**src/chain_addr_consts.svh**
```systemverilog
// Offsets, field positions and reset values of the next-buffer address registers.
`ifndef CHAIN_ADDR_CONSTS_SVH
`define CHAIN_ADDR_CONSTS_SVH
`define CH3_ADDR_LO_OFS 12'h0da0
`define CH3_ADDR_HI_OFS 12'h0da2
`define CH5_ADDR_LO_OFS 12'h0da4
`define CH5_ADDR_HI_OFS 12'h0da6
`define CH6_ADDR_LO_OFS 12'h0da8
`define CH6_ADDR_HI_OFS 12'h0daa
`define CH7_ADDR_LO_OFS 12'h0dac
`define CH7_ADDR_HI_OFS 12'h0dae
`define CHAN_COUNT 4
`define HI_FIELD_MSB 11
`define LO_FIELD_MSB 15
`define LO_KEPT_LSB 1
`define ODD_BIT 0
`define NEXT_ADDR_MSB 27
`define ADDR_NEXT_RESET 28'h000_0000
`define FLAG_RESET 1'b0
`define ADDR_LO_RESET 16'h0000
`define ADDR_HI_RESET 12'h000
`define READ_ZERO 16'h0000
`define RSV_ZERO 4'h0
`endif

```
**src/chain_addr_pkg.sv**
```systemverilog
// Types shared by the next-buffer address register block.
`default_nettype none
package chain_addr_pkg;
    typedef struct packed {
        logic        wr_en;
        logic        rd_en;
        logic [11:0] addr;
        logic [15:0] wdata;
    } reg_req_type;

    typedef struct packed {
        logic        chain_enable;
        logic        next_valid;
        logic        width16;
        logic        end_of_buffer;
    } chan_ctrl_type;

    typedef struct packed {
        logic        reload;
        logic        terminal_count;
        logic        valid_clear;
        logic [27:0] next_addr;
    } chan_load_type;
endpackage
`default_nettype wire

```
**src/dma_chain_next_address_regs.sv**
```systemverilog
// Next-buffer address registers for the chaining channels 3, 5, 6 and 7.
`include "chain_addr_consts.svh"
`default_nettype none

// What this block does
// - Low register holds address bits 15..0.
// - High register bits 11..0 hold bits 27..16.
// - Next address ignored unless chaining enabled.
// - Bit 0 ignored in 16-bit transfer mode.
// - End with valid set: reload, clear valid.
// - End without valid: assert terminal count.
module dma_chain_next_address_regs
    import chain_addr_pkg::*;
(
    input wire logic clk_i,
    input wire logic rst_i,
    input wire reg_req_type req_i,
    input wire chan_ctrl_type [`CHAN_COUNT-1:0] ctrl_i,
    output logic [15:0] rdata_o,
    output logic rvalid_o,
    output chan_load_type [`CHAN_COUNT-1:0] load_o
);

    // ============================================================
    // Register storage and registered outputs.
    logic [`LO_FIELD_MSB:0] lo_q [`CHAN_COUNT];
    logic [`HI_FIELD_MSB:0] hi_q [`CHAN_COUNT];
    logic [`LO_FIELD_MSB:0] rdata_d;
    logic [`NEXT_ADDR_MSB:0] next_addr_q [`CHAN_COUNT];
    logic [`CHAN_COUNT-1:0] reload_q;
    logic [`CHAN_COUNT-1:0] valid_clear_q;
    logic [`CHAN_COUNT-1:0] term_count_q;

    // ============================================================
    // Register offsets of each channel.
    function automatic logic [11:0] lo_ofs(input int ch);
        logic [11:0] r;
        r = `CH3_ADDR_LO_OFS;
        unique case (ch)
            0: r = `CH3_ADDR_LO_OFS;
            1: r = `CH5_ADDR_LO_OFS;
            2: r = `CH6_ADDR_LO_OFS;
            3: r = `CH7_ADDR_LO_OFS;
            default: r = `CH3_ADDR_LO_OFS;
        endcase
        return r;
    endfunction

    function automatic logic [11:0] hi_ofs(input int ch);
        logic [11:0] r;
        r = `CH3_ADDR_HI_OFS;
        unique case (ch)
            0: r = `CH3_ADDR_HI_OFS;
            1: r = `CH5_ADDR_HI_OFS;
            2: r = `CH6_ADDR_HI_OFS;
            3: r = `CH7_ADDR_HI_OFS;
            default: r = `CH3_ADDR_HI_OFS;
        endcase
        return r;
    endfunction

    // ============================================================
    // Address and field decode.
    function automatic logic lo_hit(
        input logic [11:0] addr,
        input int ch
    );
        return addr == lo_ofs(ch);
    endfunction

    function automatic logic hi_hit(
        input logic [11:0] addr,
        input int ch
    );
        return addr == hi_ofs(ch);
    endfunction

    function automatic logic [`HI_FIELD_MSB:0] hi_field(
        input logic [`LO_FIELD_MSB:0] wdata
    );
        return wdata[`HI_FIELD_MSB:0];
    endfunction

    function automatic logic [`LO_FIELD_MSB:0] hi_readback(
        input logic [`HI_FIELD_MSB:0] hi
    );
        return {`RSV_ZERO, hi};
    endfunction

    // ============================================================
    // Chain decisions.
    function automatic logic [`NEXT_ADDR_MSB:0] join_addr(
        input logic [`HI_FIELD_MSB:0] hi,
        input logic [`LO_FIELD_MSB:0] lo,
        input logic width16
    );
        return {hi, lo[`LO_FIELD_MSB:`LO_KEPT_LSB], lo[`ODD_BIT] & ~width16};
    endfunction

    function automatic logic reload_due(input chan_ctrl_type c);
        return c.chain_enable & c.end_of_buffer & c.next_valid;
    endfunction

    function automatic logic term_due(input chan_ctrl_type c);
        return c.chain_enable & c.end_of_buffer & ~c.next_valid;
    endfunction

    // ============================================================
    // Low register writes.
    always_ff @(posedge clk_i) begin
        for (int ch = 0; ch < `CHAN_COUNT; ch++) begin
            if (rst_i) begin
                lo_q[ch] <= `ADDR_LO_RESET;
            end else if (req_i.wr_en && lo_hit(req_i.addr, ch)) begin
                lo_q[ch] <= req_i.wdata;
            end
        end
    end

    // ============================================================
    // High register writes, reserved bits are dropped.
    always_ff @(posedge clk_i) begin
        for (int ch = 0; ch < `CHAN_COUNT; ch++) begin
            if (rst_i) begin
                hi_q[ch] <= `ADDR_HI_RESET;
            end else if (req_i.wr_en && hi_hit(req_i.addr, ch)) begin
                hi_q[ch] <= hi_field(req_i.wdata);
            end
        end
    end

    // ============================================================
    // Read selection, reserved bits return zero.
    always_comb begin
        rdata_d = `READ_ZERO;
        for (int ch = 0; ch < `CHAN_COUNT; ch++) begin
            if (lo_hit(req_i.addr, ch)) begin
                rdata_d = lo_q[ch];
            end
            if (hi_hit(req_i.addr, ch)) begin
                rdata_d = hi_readback(hi_q[ch]);
            end
        end
    end

    // ============================================================
    // Read data register.
    always_ff @(posedge clk_i) begin
        if (rst_i) begin
            rdata_o <= `READ_ZERO;
        end else if (req_i.rd_en) begin
            rdata_o <= rdata_d;
        end else begin
            rdata_o <= `READ_ZERO;
        end
    end

    // ============================================================
    // Read valid register.
    always_ff @(posedge clk_i) begin
        if (rst_i) begin
            rvalid_o <= `FLAG_RESET;
        end else begin
            rvalid_o <= req_i.rd_en;
        end
    end

    // ============================================================
    // Next buffer address of each channel.
    always_ff @(posedge clk_i) begin
        for (int ch = 0; ch < `CHAN_COUNT; ch++) begin
            if (rst_i) begin
                next_addr_q[ch] <= `ADDR_NEXT_RESET;
            end else begin
                next_addr_q[ch] <= join_addr(hi_q[ch], lo_q[ch], ctrl_i[ch].width16);
            end
        end
    end

    // ============================================================
    // Reload pulse at the end of a buffer.
    always_ff @(posedge clk_i) begin
        for (int ch = 0; ch < `CHAN_COUNT; ch++) begin
            if (rst_i) begin
                reload_q[ch] <= `FLAG_RESET;
            end else begin
                reload_q[ch] <= reload_due(ctrl_i[ch]);
            end
        end
    end

    // ============================================================
    // Valid clear request, given with the reload.
    always_ff @(posedge clk_i) begin
        for (int ch = 0; ch < `CHAN_COUNT; ch++) begin
            if (rst_i) begin
                valid_clear_q[ch] <= `FLAG_RESET;
            end else begin
                valid_clear_q[ch] <= reload_due(ctrl_i[ch]);
            end
        end
    end

    // ============================================================
    // Terminal count when no valid next buffer waits.
    always_ff @(posedge clk_i) begin
        for (int ch = 0; ch < `CHAN_COUNT; ch++) begin
            if (rst_i) begin
                term_count_q[ch] <= `FLAG_RESET;
            end else begin
                term_count_q[ch] <= term_due(ctrl_i[ch]);
            end
        end
    end

    // ============================================================
    // Output bundle, each field straight from its register.
    always_comb begin
        load_o = '0;
        for (int ch = 0; ch < `CHAN_COUNT; ch++) begin
            load_o[ch].reload = reload_q[ch];
            load_o[ch].terminal_count = term_count_q[ch];
            load_o[ch].valid_clear = valid_clear_q[ch];
            load_o[ch].next_addr = next_addr_q[ch];
        end
    end

endmodule
`default_nettype wire

```
**config.mk**
```make
export PLATFORM = sky130hd
export DESIGN_NAME = dma_chain_next_address_regs
export DESIGN_NICKNAME = d
export VERILOG_FILES = /design/src/chain_addr_pkg.sv /design/src/dma_chain_next_address_regs.sv
export VERILOG_INCLUDE_DIRS = /design/src
export SDC_FILE = /design/constraint.sdc
export NUM_CORES = 1
export LEC_CHECK = 0
export ABC_CLOCK_PERIOD_IN_PS = 4300
export BUFFER_PORTS_ARGS = -buffer_cell sky130_fd_sc_hd__buf_2
export CORE_UTILIZATION = 35
export DETAILED_ROUTE_END_ITERATION = 6
export GPL_ROUTABILITY_DRIVEN = 0
export PLACE_DENSITY_LB_ADDON = 0.25
export SLEW_MARGIN = 20
export SYNTH_ARGS = -nofsm -noshare
export SYNTH_HDL_FRONTEND = slang
export SYNTH_SLANG_ARGS = --single-unit
```
**constraint.sdc**
```tcl
create_clock -name clk_i -period 4.3 [get_ports clk_i]
set_clock_uncertainty 0.05 [all_clocks]
set_input_delay 0.43 -clock clk_i [delete_from_list [all_inputs] [get_ports clk_i]]
set_output_delay 0.43 -clock clk_i [all_outputs]
set_load 0.005 [all_outputs]
```
==> results.json <==
{
  "synth_compound_gate_area_share_pct": 8.40,
  "yosysTopAreaCell": "edfxtp_1",
  "wl_um": 25500,
  "synthesis.nets": 791,
  "insertion_delay_ns": 0.53,
  "power_w": 0.00529,
  "p_leak_nw": 4.64,
  "sw_frac_of_total_pct": 22.1,
  "nNetsFinal": 968,
  "ys_top_cells_by_count": "dfxtp_1 (137), and2_1 (118), edfxtp_1 (112), nor2b_1 (108), a21oi_1 (28)",
  "crit_path_end_kind": "flip-flop",
  "arrival_ns": 2.91,
  "globalRouteTotalUtil_pct": 18.6,
  "tightest_slew_ns": 0.813,
  "power_frac_seq_pct": 50.0,
  "synth_fa_ha_area_share_pct": 0,
  "syn_area_per_cell_um2": 12.5,
  "rsz0062_at_grt": "false",
  "ant_nets": 0,
  "grt_first_pass_wirelength_um": 37100,
  "synthMuxAreaShare_pct": 0.594,
  "cts_buffer_depth": 3,
  "yosys-top-cells-area": "edfxtp_1 (36%), dfxtp_1 (30%), and2_1 (8.0%)",
  "ys_ff_latch": 249,
  "clk_pin_slew_ns": 0.06,
  "synthXorXnorAreaFrac_pct": 0,
  "start_util_pct": 35.7,
  "cts_resized": 0,
  "core_mm2": 0.0260,
  "fmaxAchievable_ghz": 0.391,
  "drt_iter0_drc": 632,
  "cts_tree": "done",
  "cts.sinks": 249,
  "setup_viol_count_final": 0,
  "switchingPower_w": 0.00117,
  "drc_errors": 0,
  "fp-row-count": 59,
  "die_w_um": 165,
  "crit_fanout": 36,
  "drv_slew": 0,
  "grt_pass1_vias": 5996,
  "comb_power_share_pct": 5.0,
  "synth-seq-area-share_pct": 65.9,
  "layout-drive-gt1-share_pct": 28.1,
  "peakVddDrop_mv": 0.282,
  "synth_top_area_share_pct": 36.3,
  "relSlewSlack_pct": 45.6,
  "antenna_found_initial": 3,
  "synthArstFlopShare_pct": 0,
  "fillCellCount": 2461,
  "ios": 189,
  "synth-simple-area-share_pct": 22.0,
  "powerDensity_mw_per_mm2": 465,
  "syn_inst": 743,
  "globalRouteOverflowTotal": 0,
  "setup_tns_ns": 0,
  "cts_buffers": 27,
  "clkPwrFrac_pct": 45.0,
  "synth_edf_count": 112,
  "h-tree-depth": 1,
  "hold_viol": 0,
  "areaGrowthSynthToFinish_pct": 22.8,
  "ys.warnings.count": 0,
  "place_hpwl_um": 18000,
  "fin_crit_sh_pct": 59.4,
  "synth_top_family_by_area": "simple AND/OR/NAND/NOR gates",
  "via_per_inst": 4.89,
  "critPathKind": "in2reg",
  "run_status": "finished clean",
  "num_vias": 6244,
  "cts-root-buf": "clkbuf_16",
  "grt_max_degree": 72,
  "seq_area_mm2": 0.00611,
  "yosysMostFrequentCell": "dfxtp_1",
  "ys_types": 61,
  "numPortBuffers": 188,
  "dr.pass1.iters": 5,
  "hp-class": "in2reg",
  "die_h_um": 165,
  "worst_setup_path_start_kind": "primary input",
  "cap_violations": 0,
  "insertedDiodeCount": 0,
  "die-area_mm2": 0.0271,
  "synth_area_mm2": 0.00927,
  "intPower_w": 0.00412,
  "min_period_ns": 2.56,
  "multi_input_area_mm2": 0.00288,
  "wire_per_inst_um": 20.0,
  "crit_required_ns": 4.65,
  "ys.flop_type": "dfxtp_1"
}
kinds of logic after synthesis:
logic type | count (synthesis)
flops | 249
compound gates | 114
mux | 5
simple gates | 321
buf+inv | 54
through the flow:
step	cell area (um2)	hold WS, ns	setup slack (ns)	cells	util (%)
finish	11400	0.0261	1.74	1276	43.8
global route	11400	0.0239	1.67	1276	43.8
CTS	11400	0.00369	1.85	1276	43.8
detailed placement	10400	0.432	1.34	1219	40.0
global placement	10400	0.426	1.39	1219	40.0
floorplan	9270	0.384	2.08	743	-
power by group through the flow:
stage | logic [W] | clock network (W) | registers (W)
after floorplan | 0.000124 | 0 | 0.00267
after global placement | 0.000259 | 0 | 0.00270
after detailed placement | 0.000263 | 0 | 0.00269
after CTS | 0.000270 | 0.00243 | 0.00264
after global routing | 0.000295 | 0.00251 | 0.00265
final | 0.000266 | 0.00238 | 0.00264
metal layers:
layer | wire (um) | GRT usage, %
met4 | 559 | 5.17
met3 | 1790 | 2.76
met1 | 11200 | 25.8
met5 | 34 | 0
met2 | 11900 | 30.3
layout by cell type, fill, tap and decap left out, types with 12 or more instances in the layout:
| cell type | synthesis | routed |
|---|---|---|
| dfxtp_1 | 137 | 137 |
| buf_2 | 18 | 187 |
| nand2_1 | 17 | 17 |
| clkbuf_16 | 0 | 29 |
| nor2_1 | 20 | 20 |
| a21oi_1 | 28 | 28 |
| o21ai_0 | 21 | 21 |
| nor3_1 | 12 | 12 |
| edfxtp_1 | 112 | 112 |
| and2_1 | 118 | 118 |
| nor2b_1 | 108 | 108 |
worst max-delay path, cell delays in order:
cell and delay (ns):
buf_2 0.53, and2_1 0.31, and2_1 0.56, nand2_2 0.22, nor2_1 0.61, and2_1 0.22
worst paths after layout:
| path | startpoint | end | slack, ns | cells past startpoint |
|---|---|---|---|---|
| worst min register to register | lo_q[3][14] | next_addr_q[3][14] | 0.45 | 1 |
| worst max register to register | lo_q[1][10] | rdata_o[10] | 2.56 | 5 |
| worst min-delay path | ctrl_i[10] | term_count_q[2] | 0.03 | 2 |
| worst max-delay path | req_i[18] | hi_q[3][5] | 1.74 | 6 |
state kept, by name, summed over array words and instances, names as in the netlist:
name and cells:
next_addr_q 112, rdata_o 16, rvalid_o 1, lo_q 64, hi_q 48, valid_clear_q 4
term_count_q 4
what timing repair did:
item	in CTS	in global routing
hold buffers	7	0
endpoints found under the hold margin	7	0
buffers inserted	0	0
area by class of cell:
class	instances	area share [%]
inverter	4	0.132
timing repair buffer	198	9.10
clock buffer	37	6.99
clock inverter	13	1.21
tap	335	3.68
sequential	249	53.6
multi-input combinational	440	25.3
Power figures use the tool's default switching activity.
